<file path="src/vcp_pkg.sv">
// Contract
// - Load VC table bit reads zero, no effect
// - VC arbitration select reads fixed zero
// - VC arbitration table status always reads zero
// - Capability 0x3 upstream, 0x1 downstream
// - One capability bit per arbitration scheme
// - Table offset 0x2 upstream, 0x0 downstream
// - Advanced packet switching bit reads zero
// - Reject snoop bit reads zero
// - Maximum time slots field reads zero
`default_nettype none

package vcp_pkg;

    // ----------------------------------------
    // Bus geometry
    // ----------------------------------------
    localparam int unsigned VCP_ADDR_W = 12;
    localparam int unsigned VCP_DATA_W = 32;

    // ----------------------------------------
    // Register indices and byte addresses
    // ----------------------------------------
    localparam logic [9:0]  VCP_IDX_PORT_VC_CONTROL = 10'h20C;
    localparam logic [9:0]  VCP_IDX_PORT_VC_STATUS  = 10'h20E;
    localparam logic [9:0]  VCP_IDX_VC_RES0_CAP     = 10'h210;
    localparam logic [9:0]  VCP_IDX_BANK_CONFIG     = 10'h211;
    localparam logic [9:0]  VCP_IDX_BANK_STATUS     = 10'h212;
    localparam logic [11:0] VCP_ADDR_PORT_VC_CONTROL = {VCP_IDX_PORT_VC_CONTROL, 2'b00};
    localparam logic [11:0] VCP_ADDR_PORT_VC_STATUS  = {VCP_IDX_PORT_VC_STATUS, 2'b00};
    localparam logic [11:0] VCP_ADDR_VC_RES0_CAP     = {VCP_IDX_VC_RES0_CAP, 2'b00};
    localparam logic [11:0] VCP_ADDR_BANK_CONFIG     = {VCP_IDX_BANK_CONFIG, 2'b00};
    localparam logic [11:0] VCP_ADDR_BANK_STATUS     = {VCP_IDX_BANK_STATUS, 2'b00};

    // ----------------------------------------
    // Field positions
    // ----------------------------------------
    localparam int unsigned VCP_LOAD_TBL_BIT  = 0;
    localparam int unsigned VCP_ARB_SEL_LSB   = 1;
    localparam int unsigned VCP_ARB_SEL_W     = 3;
    localparam int unsigned VCP_TBL_STS_BIT   = 0;
    localparam int unsigned VCP_PARB_CAP_LSB  = 0;
    localparam int unsigned VCP_PARB_CAP_W    = 8;
    localparam int unsigned VCP_ADV_PS_BIT    = 14;
    localparam int unsigned VCP_REJ_SNOOP_BIT = 15;
    localparam int unsigned VCP_MAX_TS_LSB    = 16;
    localparam int unsigned VCP_MAX_TS_W      = 7;
    localparam int unsigned VCP_TBL_OFF_LSB   = 24;
    localparam int unsigned VCP_TBL_OFF_W     = 8;
    localparam int unsigned VCP_CFG_WERR_BIT  = 0;
    localparam int unsigned VCP_STS_UP_BIT    = 0;
    localparam int unsigned VCP_STS_VALID_BIT = 1;
    localparam int unsigned VCP_STS_CNT_LSB   = 8;
    localparam int unsigned VCP_IGN_CNT_W     = 8;

    // ----------------------------------------
    // Field values
    // ----------------------------------------
    localparam logic       VCP_LOAD_TBL_VAL   = 1'b0;
    localparam logic [2:0] VCP_ARB_SEL_VAL    = 3'h0;
    localparam logic       VCP_TBL_STS_VAL    = 1'b0;
    localparam logic [7:0] VCP_PARB_CAP_UP    = 8'h03;
    localparam logic [7:0] VCP_PARB_CAP_DN    = 8'h01;
    localparam logic       VCP_ADV_PS_VAL     = 1'b0;
    localparam logic       VCP_REJ_SNOOP_VAL  = 1'b0;
    localparam logic [6:0] VCP_MAX_TS_VAL     = 7'h00;
    localparam logic [7:0] VCP_TBL_OFF_UP     = 8'h02;
    localparam logic [7:0] VCP_TBL_OFF_DN     = 8'h00;

    // ----------------------------------------
    // Reset values, counts, responses
    // ----------------------------------------
    localparam logic [31:0] VCP_RST_WORD       = 32'h0000_0000;
    localparam logic        VCP_RST_WERR       = 1'b0;
    localparam logic [7:0]  VCP_RST_IGN_CNT    = 8'h00;
    localparam logic [1:0]  VCP_STRAP_SETTLE   = 2'h2;
    localparam logic [1:0]  VCP_RESP_OKAY      = 2'h0;
    localparam logic [1:0]  VCP_RESP_SLVERR    = 2'h2;
    localparam logic [1:0]  VCP_RESP_DECERR    = 2'h3;

    // Read channel states
    typedef enum logic [0:0] {
        VCP_RD_IDLE,
        VCP_RD_RESP
    } vcp_rd_state_t;

endpackage : vcp_pkg

`default_nettype wire

</file>
<file path="src/vcp_regs.sv">
`timescale 1ns/1ns
`default_nettype none

// Port VC control, status and resource-0 capability bank
module vcp_regs (
    // Clock and reset
    input  wire logic                           clk_sys_in,
    input  wire logic                           rst_n_in,

    // Port role strap, high on the upstream port
    input  wire logic                           port_upstream_strap_in,

    // AXI4-Lite write address
    input  wire logic [vcp_pkg::VCP_ADDR_W-1:0] s_axil_awaddr_in,
    input  wire logic [2:0]                     s_axil_awprot_in,
    input  wire logic                           s_axil_awvalid_in,
    output logic                                s_axil_awready_out,

    // AXI4-Lite write data
    input  wire logic [31:0]                    s_axil_wdata_in,
    input  wire logic [3:0]                     s_axil_wstrb_in,
    input  wire logic                           s_axil_wvalid_in,
    output logic                                s_axil_wready_out,

    // AXI4-Lite write response
    output logic [1:0]                          s_axil_bresp_out,
    output logic                                s_axil_bvalid_out,
    input  wire logic                           s_axil_bready_in,

    // AXI4-Lite read address
    input  wire logic [vcp_pkg::VCP_ADDR_W-1:0] s_axil_araddr_in,
    input  wire logic [2:0]                     s_axil_arprot_in,
    input  wire logic                           s_axil_arvalid_in,
    output logic                                s_axil_arready_out,

    // AXI4-Lite read data
    output logic [31:0]                         s_axil_rdata_out,
    output logic [1:0]                          s_axil_rresp_out,
    output logic                                s_axil_rvalid_out,
    input  wire logic                           s_axil_rready_in,

    // Captured port role
    output logic                                port_upstream_out,
    output logic                                role_valid_out
);

    import vcp_pkg::*;

    // ----------------------------------------
    // Declarations
    // ----------------------------------------
    logic                  strap_sync;
    logic [1:0]            settle_q;
    logic [1:0]            settle_d;
    logic                  upstream_q;
    logic                  upstream_d;
    logic                  role_valid_q;
    logic                  role_valid_d;

    logic [31:0]           ctrl_word;
    logic [31:0]           stat_word;
    logic [31:0]           cap_word;
    logic [31:0]           cfg_word;
    logic [31:0]           bank_word;
    logic [7:0]            parb_cap;
    logic [7:0]            tbl_off;

    logic                  werr_en_q;
    logic                  werr_en_d;
    logic [7:0]            ign_cnt_q;
    logic [7:0]            ign_cnt_d;

    logic [VCP_ADDR_W-1:0] wr_addr;
    logic [31:0]           wr_data;
    logic [3:0]            wr_strb;
    logic                  wr_fire;
    logic [1:0]            wr_resp;
    logic                  wr_hit_ctrl;
    logic                  wr_hit_stat;
    logic                  wr_hit_cap;
    logic                  wr_hit_cfg;
    logic                  wr_hit_bank;
    logic                  wr_hit_ro;
    logic                  wr_mapped;
    logic                  cfg_wr;
    logic                  ign_wr;

    vcp_rd_state_t         rd_state_q;
    vcp_rd_state_t         rd_state_d;
    logic                  ar_take;
    logic                  r_done;
    logic                  rd_hit_ctrl;
    logic                  rd_hit_stat;
    logic                  rd_hit_cap;
    logic                  rd_hit_cfg;
    logic                  rd_hit_bank;
    logic                  rd_mapped;
    logic [31:0]           rd_word;
    logic [1:0]            rd_resp;
    logic [31:0]           rdata_q;
    logic [31:0]           rdata_d;
    logic [1:0]            rresp_q;
    logic [1:0]            rresp_d;

    // ----------------------------------------
    // Port role strap
    // ----------------------------------------

    // Strap is a pin, so it is synchronised before use
    vcp_sync #(
        .WIDTH (1)
    ) u_strap_sync (
        .clk_sys_in (clk_sys_in),
        .rst_n_in   (rst_n_in),
        .async_in   (port_upstream_strap_in),
        .sync_out   (strap_sync)
    );

    // Role is latched once the synchroniser has filled
    assign settle_d     = (settle_q == VCP_STRAP_SETTLE) ? settle_q : settle_q + 2'h1;
    assign role_valid_d = role_valid_q || (settle_q == VCP_STRAP_SETTLE);
    assign upstream_d   = role_valid_q ? upstream_q : strap_sync;

    // Role registers; a later strap change is ignored
    always_ff @(posedge clk_sys_in or negedge rst_n_in) begin
        if (!rst_n_in) begin
            settle_q     <= 2'h0;
            role_valid_q <= 1'b0;
            upstream_q   <= 1'b0;
        end else begin
            settle_q     <= settle_d;
            role_valid_q <= role_valid_d;
            upstream_q   <= upstream_d;
        end
    end

    // ----------------------------------------
    // Fixed register contents
    // ----------------------------------------

    // Role-dependent values; downstream until the role is known
    assign parb_cap = upstream_q ? VCP_PARB_CAP_UP : VCP_PARB_CAP_DN;
    assign tbl_off  = upstream_q ? VCP_TBL_OFF_UP : VCP_TBL_OFF_DN;

    // Port VC control word, reserved bits zero
    always_comb begin
        ctrl_word = VCP_RST_WORD;
        ctrl_word[VCP_LOAD_TBL_BIT] = VCP_LOAD_TBL_VAL;
        ctrl_word[VCP_ARB_SEL_LSB +: VCP_ARB_SEL_W] = VCP_ARB_SEL_VAL;
    end

    // Port VC status word, reserved bits zero
    always_comb begin
        stat_word = VCP_RST_WORD;
        stat_word[VCP_TBL_STS_BIT] = VCP_TBL_STS_VAL;
    end

    // Resource-0 capability word, one scheme per capability bit
    always_comb begin
        cap_word = VCP_RST_WORD;
        cap_word[VCP_PARB_CAP_LSB +: VCP_PARB_CAP_W] = parb_cap;
        cap_word[VCP_ADV_PS_BIT] = VCP_ADV_PS_VAL;
        cap_word[VCP_REJ_SNOOP_BIT] = VCP_REJ_SNOOP_VAL;
        cap_word[VCP_MAX_TS_LSB +: VCP_MAX_TS_W] = VCP_MAX_TS_VAL;
        cap_word[VCP_TBL_OFF_LSB +: VCP_TBL_OFF_W] = tbl_off;
    end

    // ----------------------------------------
    // Bank configuration and status
    // ----------------------------------------

    // Config: error-on-ignored-write enable
    always_comb begin
        cfg_word = VCP_RST_WORD;
        cfg_word[VCP_CFG_WERR_BIT] = werr_en_q;
    end

    // Status: role, role valid, ignored-write count
    always_comb begin
        bank_word = VCP_RST_WORD;
        bank_word[VCP_STS_UP_BIT] = upstream_q;
        bank_word[VCP_STS_VALID_BIT] = role_valid_q;
        bank_word[VCP_STS_CNT_LSB +: VCP_IGN_CNT_W] = ign_cnt_q;
    end

    // ----------------------------------------
    // Write path
    // ----------------------------------------

    // Write channel handshakes live in their own module
    vcp_axil_wr u_wr (
        .clk_sys_in  (clk_sys_in),
        .rst_n_in    (rst_n_in),
        .awaddr_in   (s_axil_awaddr_in),
        .awvalid_in  (s_axil_awvalid_in),
        .awready_out (s_axil_awready_out),
        .wdata_in    (s_axil_wdata_in),
        .wstrb_in    (s_axil_wstrb_in),
        .wvalid_in   (s_axil_wvalid_in),
        .wready_out  (s_axil_wready_out),
        .bresp_out   (s_axil_bresp_out),
        .bvalid_out  (s_axil_bvalid_out),
        .bready_in   (s_axil_bready_in),
        .resp_in     (wr_resp),
        .wr_addr_out (wr_addr),
        .wr_data_out (wr_data),
        .wr_strb_out (wr_strb),
        .wr_fire_out (wr_fire)
    );

    // Write decode on word address; low two bits ignored
    assign wr_hit_ctrl = (wr_addr[11:2] == VCP_IDX_PORT_VC_CONTROL);
    assign wr_hit_stat = (wr_addr[11:2] == VCP_IDX_PORT_VC_STATUS);
    assign wr_hit_cap  = (wr_addr[11:2] == VCP_IDX_VC_RES0_CAP);
    assign wr_hit_cfg  = (wr_addr[11:2] == VCP_IDX_BANK_CONFIG);
    assign wr_hit_bank = (wr_addr[11:2] == VCP_IDX_BANK_STATUS);
    assign wr_hit_ro   = wr_hit_ctrl || wr_hit_stat || wr_hit_cap;
    assign wr_mapped   = wr_hit_ro || wr_hit_cfg || wr_hit_bank;

    // Writes into the fixed words store nothing, only counted
    assign ign_wr = wr_fire && wr_hit_ro;
    assign cfg_wr = wr_fire && wr_hit_cfg && wr_strb[0];

    // Response: decode error off map, optional error on fixed words
    assign wr_resp = !wr_mapped ? VCP_RESP_DECERR :
                     (wr_hit_ro && werr_en_q) ? VCP_RESP_SLVERR :
                     VCP_RESP_OKAY;

    // Next config and counter values; counter saturates, never wraps
    assign werr_en_d = cfg_wr ? wr_data[VCP_CFG_WERR_BIT] : werr_en_q;
    assign ign_cnt_d = (ign_wr && (ign_cnt_q != 8'hFF)) ? ign_cnt_q + 8'h01 : ign_cnt_q;

    // Config and counter registers
    always_ff @(posedge clk_sys_in or negedge rst_n_in) begin
        if (!rst_n_in) begin
            werr_en_q <= VCP_RST_WERR;
            ign_cnt_q <= VCP_RST_IGN_CNT;
        end else begin
            werr_en_q <= werr_en_d;
            ign_cnt_q <= ign_cnt_d;
        end
    end

    // ----------------------------------------
    // Read path
    // ----------------------------------------

    // Handshake terms
    assign ar_take = s_axil_arvalid_in && s_axil_arready_out;
    assign r_done  = s_axil_rvalid_out && s_axil_rready_in;

    // Read decode straight from the offered address
    assign rd_hit_ctrl = (s_axil_araddr_in[11:2] == VCP_IDX_PORT_VC_CONTROL);
    assign rd_hit_stat = (s_axil_araddr_in[11:2] == VCP_IDX_PORT_VC_STATUS);
    assign rd_hit_cap  = (s_axil_araddr_in[11:2] == VCP_IDX_VC_RES0_CAP);
    assign rd_hit_cfg  = (s_axil_araddr_in[11:2] == VCP_IDX_BANK_CONFIG);
    assign rd_hit_bank = (s_axil_araddr_in[11:2] == VCP_IDX_BANK_STATUS);
    assign rd_mapped   = rd_hit_ctrl || rd_hit_stat || rd_hit_cap || rd_hit_cfg || rd_hit_bank;

    // Read data select; off-map reads return zero
    assign rd_word = rd_hit_ctrl ? ctrl_word :
                     rd_hit_stat ? stat_word :
                     rd_hit_cap  ? cap_word :
                     rd_hit_cfg  ? cfg_word :
                     rd_hit_bank ? bank_word :
                     VCP_RST_WORD;
    assign rd_resp = rd_mapped ? VCP_RESP_OKAY : VCP_RESP_DECERR;

    // Data and response latch at acceptance, held while waiting
    assign rdata_d = ar_take ? rd_word : rdata_q;
    assign rresp_d = ar_take ? rd_resp : rresp_q;

    // Read sequencer: one read in flight
    always_comb begin
        rd_state_d = rd_state_q;
        case (rd_state_q)
            VCP_RD_IDLE: begin
                if (ar_take) begin
                    rd_state_d = VCP_RD_RESP;
                end
            end
            VCP_RD_RESP: begin
                if (r_done) begin
                    rd_state_d = VCP_RD_IDLE;
                end
            end
            default: begin
                rd_state_d = VCP_RD_IDLE;
            end
        endcase
    end

    // Read registers; ready and valid decoded from next state
    always_ff @(posedge clk_sys_in or negedge rst_n_in) begin
        if (!rst_n_in) begin
            rd_state_q         <= VCP_RD_IDLE;
            rdata_q            <= VCP_RST_WORD;
            rresp_q            <= VCP_RESP_OKAY;
            s_axil_arready_out <= 1'b1;
            s_axil_rvalid_out  <= 1'b0;
        end else begin
            rd_state_q         <= rd_state_d;
            rdata_q            <= rdata_d;
            rresp_q            <= rresp_d;
            s_axil_arready_out <= (rd_state_d == VCP_RD_IDLE);
            s_axil_rvalid_out  <= (rd_state_d == VCP_RD_RESP);
        end
    end

    // ----------------------------------------
    // Outputs
    // ----------------------------------------

    // Protection bits carry no meaning for this bank
    assign s_axil_rdata_out  = rdata_q;
    assign s_axil_rresp_out  = rresp_q;
    assign port_upstream_out = upstream_q;
    assign role_valid_out    = role_valid_q;

endmodule // vcp_regs

`default_nettype wire

</file>
<file path="src/vcp_sync.sv">
`timescale 1ns/1ns
`default_nettype none

// Two-flop synchroniser for slow level inputs
module vcp_sync #(
    parameter int unsigned WIDTH = 1
) (
    // Clock and reset
    input  wire logic             clk_sys_in,
    input  wire logic             rst_n_in,
    // Levels
    input  wire logic [WIDTH-1:0] async_in,
    output logic      [WIDTH-1:0] sync_out
);

    logic [WIDTH-1:0] meta_q;

    // First stage feeds only the second stage
    always_ff @(posedge clk_sys_in or negedge rst_n_in) begin
        if (!rst_n_in) begin
            meta_q   <= '0;
            sync_out <= '0;
        end else begin
            meta_q   <= async_in;
            sync_out <= meta_q;
        end
    end

endmodule // vcp_sync

`default_nettype wire

</file>
<file path="src/vcp_axil_wr.sv">
`timescale 1ns/1ns
`default_nettype none

// AXI4-Lite write channel: address and data in any order
module vcp_axil_wr
    import vcp_pkg::*;
(
    // Clock and reset
    input  wire logic                  clk_sys_in,
    input  wire logic                  rst_n_in,
    // Write address and data
    input  wire logic [VCP_ADDR_W-1:0] awaddr_in,
    input  wire logic                  awvalid_in,
    output logic                       awready_out,
    input  wire logic [31:0]           wdata_in,
    input  wire logic [3:0]            wstrb_in,
    input  wire logic                  wvalid_in,
    output logic                       wready_out,
    // Write response
    output logic [1:0]                 bresp_out,
    output logic                       bvalid_out,
    input  wire logic                  bready_in,
    // Toward the register file
    input  wire logic [1:0]            resp_in,
    output logic [VCP_ADDR_W-1:0]      wr_addr_out,
    output logic [31:0]                wr_data_out,
    output logic [3:0]                 wr_strb_out,
    output logic                       wr_fire_out
);

    logic aw_take;
    logic w_take;
    logic fire;

    // One write in flight: both halves held until response taken
    assign aw_take = awvalid_in && awready_out;
    assign w_take  = wvalid_in && wready_out;
    assign fire    = !awready_out && !wready_out && !bvalid_out && !wr_fire_out;

    // Capture halves, then answer two cycles after both are held
    always_ff @(posedge clk_sys_in or negedge rst_n_in) begin
        if (!rst_n_in) begin
            awready_out <= 1'b1;
            wready_out  <= 1'b1;
            bvalid_out  <= 1'b0;
            bresp_out   <= VCP_RESP_OKAY;
            wr_addr_out <= '0;
            wr_data_out <= VCP_RST_WORD;
            wr_strb_out <= 4'h0;
            wr_fire_out <= 1'b0;
        end else begin
            wr_fire_out <= fire;
            if (aw_take) begin
                awready_out <= 1'b0;
                wr_addr_out <= awaddr_in;
            end
            if (w_take) begin
                wready_out  <= 1'b0;
                wr_data_out <= wdata_in;
                wr_strb_out <= wstrb_in;
            end
            if (wr_fire_out) begin
                bvalid_out <= 1'b1;
                bresp_out  <= resp_in;
            end else if (bvalid_out && bready_in) begin
                bvalid_out  <= 1'b0;
                awready_out <= 1'b1;
                wready_out  <= 1'b1;
            end
        end
    end

endmodule // vcp_axil_wr

`default_nettype wire

</file>
<file path="config.mk">
export PLATFORM = sky130hd
export DESIGN_NAME = vcp_regs
export DESIGN_NICKNAME = d
export VERILOG_FILES = /design/src/vcp_pkg.sv /design/src/vcp_regs.sv /design/src/vcp_sync.sv /design/src/vcp_axil_wr.sv
export SDC_FILE = /design/constraint.sdc
export NUM_CORES = 1
export LEC_CHECK = 0
export BUFFER_PORTS_ARGS = -buffer_cell sky130_fd_sc_hd__clkbuf_2
export CAP_MARGIN = 20
export CORE_UTILIZATION = 44
export CTS_CLUSTER_DIAMETER = 120
export DETAILED_ROUTE_END_ITERATION = 8
export PLACE_DENSITY = 0.86
export SLEW_MARGIN = 15
export SYNTH_ARGS = -nofsm -noshare
export SYNTH_HDL_FRONTEND = slang
export SYNTH_SLANG_ARGS = --single-unit
</file>
<file path="constraint.sdc">
create_clock -name clk_sys_in -period 2.3 [get_ports clk_sys_in]
set_input_delay 0.23 -clock clk_sys_in [delete_from_list [all_inputs] [get_ports clk_sys_in]]
set_output_delay 0.23 -clock clk_sys_in [all_outputs]
set_load 0.05 [all_outputs]
</file>
# ---- Word level (Yosys, flattened, before mapping)
# Index checks and enable logic that the tools add are counted.
dict set report word_totals {
  regBits 71
  out_inout_bits 43
}
dict set report op_classes {
  n_eq_ne 12
  reduce_logical 27
  muxes 21
  n_bitwise 2
  add_sub_neg 2
}
# cell n
set op_table {}
lappend op_table {{10-bit equality test, second input constant} 10}
lappend op_table {{26-bit two-way mux} 3}
lappend op_table {{16-bit two-way mux} 2}
lappend op_table {{1-bit logical AND} 13}
lappend op_table {{1-bit two-way mux} 10}
lappend op_table {{2-bit two-way mux} 5}
lappend op_table {{1-bit logical OR} 9}
lappend op_table {{8-bit by 1-bit adder with 8-bit output, second input constant} 1}
lappend op_table {{8-bit inequality test, second input constant} 1}
lappend op_table {{1-bit logical NOT} 4}
lappend op_table {{2-bit by 1-bit adder with 2-bit output, second input constant} 1}
lappend op_table {{2-bit equality test, second input constant} 1}
lappend op_table {{1-bit NOT} 2}
lappend op_table {{1-bit one-hot mux with 2 select lines} 1}
lappend op_table {{2-bit nonzero test} 1}

# ---- Depth between registers and ports, before layout
dict set report logic_depth {
  ltp_word 6
  ltp_mapped 5
}

# ---- By module
# From an unflattened synthesis, not the netlist that was laid out.
dict set report unflattened {
  cells_unflattened 251
  area_unflattened_um2 3666.0
}
# mod n_inst area_each_um2 cells_each seq_area_each_um2
set modules_own_cells {}
lappend modules_own_cells {vcp_axil_wr 1 2152.1 118 1353.8}
lappend modules_own_cells {vcp_regs 1 1463.9 131 676.9}
lappend modules_own_cells {vcp_sync 1 50.0 2 50.0}

# ---- Worst setup path after synthesis
# OpenSTA, ideal clock, no wires.
dict set report synth_timing {
  path_kind {register to register}
  from {register u_wr.wr_addr_out[5]}
  to {register ign_cnt_q[1]}
  period_less_slack_ps 1612
  path_stages_with_launch 5
  n_path_buf 0
  arrival_time_ps 1487
  slack_ps 688
  required_ps 2175
  cell_sequence {dfrtp_1 -> nor4b_4 -> o2111a_4 -> and2b_4 -> mux2_4}
}
dict set report synth_via {
  elab_chain_len 5
}
# item line
set synth_lines {}
lappend synth_lines {{start, declared} vcp_axil_wr.sv:25} ;# output logic [VCP_ADDR_W-1:0] wr_addr_out,
lappend synth_lines {{start signal, assigned} vcp_axil_wr.sv:55} ;# wr_addr_out <= awaddr_in;
lappend synth_lines {{10-bit equality test, on equally long branches} {vcp_regs.sv:212, vcp_regs.sv:213}}
lappend synth_lines {{1-bit logical OR} vcp_regs.sv:217} ;# assign wr_hit_ro = wr_hit_ctrl || wr_hit_stat || wr_hit_cap;
lappend synth_lines {{1-bit logical OR (*)} vcp_regs.sv:217}
lappend synth_lines {{1-bit logical AND (*)} vcp_regs.sv:221} ;# assign ign_wr = wr_fire && wr_hit_ro;
lappend synth_lines {{1-bit logical AND (*)} vcp_regs.sv:231} ;# assign ign_cnt_d = (ign_wr && (ign_cnt_q != 8'hFF)) ? ign_cnt_q + 8'h01 : ign_cnt_q;
lappend synth_lines {{end signal, assigned} vcp_regs.sv:240} ;# ign_cnt_q <= ign_cnt_d;
lappend synth_lines {{end, declared} vcp_regs.sv:70} ;# logic [7:0] ign_cnt_q;
# Mark *: on every way between the ends. The rest lies on a longest branch, timed or not.
# A chain may end at the register's enable or synchronous reset.

# ---- Final worst setup path
# Same ends and word-level chain as after synthesis.

==> summary.txt <==
final hold viol count - 0
vias in the first global route - 1,358
share of cells above drive strength 1 - 37.71%
layout net count - 311
Antenna Nets Post-Route - 0
worst hold path class - in2async
CTS Root Cell - clkbuf_8
gr usage total - 14.62%
first-pass GRT wire length - 5830 microns
syn_area_per_cell - 12.17 sq um
CP startpoint - u_wr.wr_addr_out[5]$_DFFE_PN0P_
TritonRoute pass-1 iters - 4
fillers - 420
area leader, netlist - dfrtp_1
FFs w/ async S/R, synth - 100.0%
Synth Cell Area - 2167 sq um
Clk pwr share - 23.2%
Layout Skew - 0.005911 ns
htree depth - 2
Finished Layout Cells - 303
Worst Setup Start Kind - flip-flop
Seq/Total Area, Yosys - 54.45%
CTS tree - done
Req. time, crit path - 2.49 ns
fmax - 574.5 MHz
endpoints failing setup - 0
Synth Instances - 178
antenna cells - 0
Slew Limit Fails - 0
post-CTS setup buffers - 0
EDFF count, synth - 0
critical path peak fanout - 9
Reg power frac - 51.5%
initial core utilization - 45.88%
maximum VDD drop - 657.7 uV
Pint - 1.504 mW
core area - 4723 sq um
Main synth FF type - dfrtp_1
Routed WL - 3562 microns
PwrDens - 899.0 nW/um^2
hold_buf cts - 0
half-perimeter wire length after placement - 2745 microns
Post-Place Cells - 295
Rows - 25
Via Count - 1,463
ranking of synthesized cells by area - dfrtp_1 51%, buf_4 7.6%, mux2_2 7.3%, dfstp_2 3.6%, a22o_1 3.2%
clk sinks - 47
total I/O pin count - 117
worst r2r src - u_wr.wr_addr_out[5]$_DFFE_PN0P_
RD Place Congestion - 0.7405
cts repair resizes - 0
die area - 5210 sq um
Tightest Pin Transition - 0.5668 ns
Synth top area share - 50.81%
most common library cells after synthesis - 44 x dfrtp_1, 22 x buf_4, 14 x mux2_2
Comb power frac - 25.3%
synthesized flop and latch total - 47
Clock Latency Late Sink - 0.30 ns
crit path DAT - 1.93 ns
switching pwr - 0.7682 mW
post-DR wirelength/cell - 11.76 microns
count leader, synth - dfrtp_1
Num CTS Buffers - 5
Yosys warnings - 0
kind of critical path - reg2reg
DRT iter0 DRCs - 47
number of port buffers - 51
Max-slew headroom - 62.21%
DRC - 0
CP Capture Type - flip-flop
RSZ-0062 raised after global routing - no
setup TNS - 0 ns
Max-cap violations - 0
initial antenna violation count - 0
Max clock buf depth - 2
Die Span X - 72.18 microns
Final Cycle Share - 75.68%
GRT overflow - 0
Distinct cells, synth - 43
post-route minimum period - 1.741 ns
die height - 72.18 microns
clock slew at reported path FFs - 0.08 ns
Leakage - 1.265 nW
outcome - finished, final reports clean
routed vias/inst - 4.828
Sw Share - 33.81%
largest net degree at the start of global routing - 48
Area Growth Syn to Fin - 16.63%
## power groups by stage
stage	clock network, mW	registers [mW]	logic (mW)
global placement	0	1.17	0.561
finish	0.527	1.17	0.574
detailed placement	0	1.19	0.581
CTS	0.548	1.17	0.581
global route	0.580	1.20	0.620
floorplan	0	1.28	0.362
## path summary, 6_finish.rpt
path / to / slack (ns) / cells past startpoint
worst max register to register: ign_cnt_q[1]$_DFFE_PN0P_ / 0.56 / 4
min in group clk_sys_in: u_strap_sync.meta_q$_DFF_PN0_ / 0.04 / 1
max in group asynchronous: u_wr.awready_out$_DFF_PN1_ / 1.90 / 2
worst min-delay path: s_axil_rresp_out[0]$_DFFE_PN0P_ / 0.008 / 2
worst max-delay path: ign_cnt_q[1]$_DFFE_PN0P_ / 0.56 / 4
worst min register to register: u_strap_sync.sync_out$_DFF_PN0_ / 0.36 / 0
## per-stage QoR
stage / cell area, sq um / hold WS [ns] / worst slack, ns / power [mW] / util, %
global placement: 2427 / 0.3366 / 0.6058 / 1.734 / 51.39
detailed placement: 2427 / 0.3417 / 0.5606 / 1.767 / 51.39
finish: 2527 / 0.008452 / 0.5595 / 2.272 / 53.51
global route: 2527 / 0.02622 / 0.4852 / 2.396 / 53.51
floorplan: 2242 / -0.06559 / 0.6882 / 1.641 / -
CTS: 2527 / 0.02301 / 0.5522 / 2.300 / 53.51
## cells by family after synthesis
| group | after synthesis | share of synthesized area [%] |
|---|---|---|
| adder cells (fa/ha/maj) | 2 | 1.155 |
| AO/OA/AOI/OAI | 32 | 10.80 |
| other | 1 | 0.1730 |
| multiplexers | 17 | 9.122 |
| AND/OR/NAND/NOR | 45 | 13.92 |
| buffers and inverters | 31 | 9.180 |
| XOR/XNOR | 3 | 1.213 |
| flip-flops | 47 | 54.45 |
## area by class of cell
cell class	instances	area, sq um	area share, %
clock buffer	8	100.1	3.960
multi-input combinational	120	863.3	34.16
timing repair buffer	53	270.3	10.69
sequential	47	1180	46.68
inverter	8	30.03	1.188
tap	67	83.83	3.317
## flip-flops by register name, summed over array words and instances, names as in the netlist, 2 cells and up
| name | cells |
|---|---|
| settle_q | 2 |
| s_axil_rdata_out | 11 |
| ign_cnt_q | 8 |
| u_wr.bresp_out | 2 |
| u_wr.wr_addr_out | 10 |
## cells in the final DEF, fill, tap and decap left out, types with 3 or more instances in the layout
master    count
clkbuf_2     51
dfrtp_1      44
conb_1       21
mux2_2       14
nand2_1      13
inv_1         8
nor2_1        8
a22o_1        8
clkbuf_8      7
o21ai_0       6
a21oi_1       6
nand3_1       3
nor2b_1       3
a31oi_1       3
dfstp_2       3
## layer usage
layer | wire length [microns] | GRT usage, % | part of all wire, % | up-vias
met1 | 1542 | 16.58 | 43 | 705
li1 | - | - | - | 706
met3 | 162 | 3.750 | 4.5 | 5
met2 | 1811 | 26.17 | 51 | 47
met5 | 0 | 0 | 0 | -
met4 | 46 | 5.882 | 1.3 | 0
## critical path, stage by stage, from the launching register on
cell and delay [ns]:
dfrtp_1 0.45, nor4b_4 0.35, o2111a_4 0.33, and2b_4 0.21, mux2_4 0.30
(Power assumes the default switching activity.)
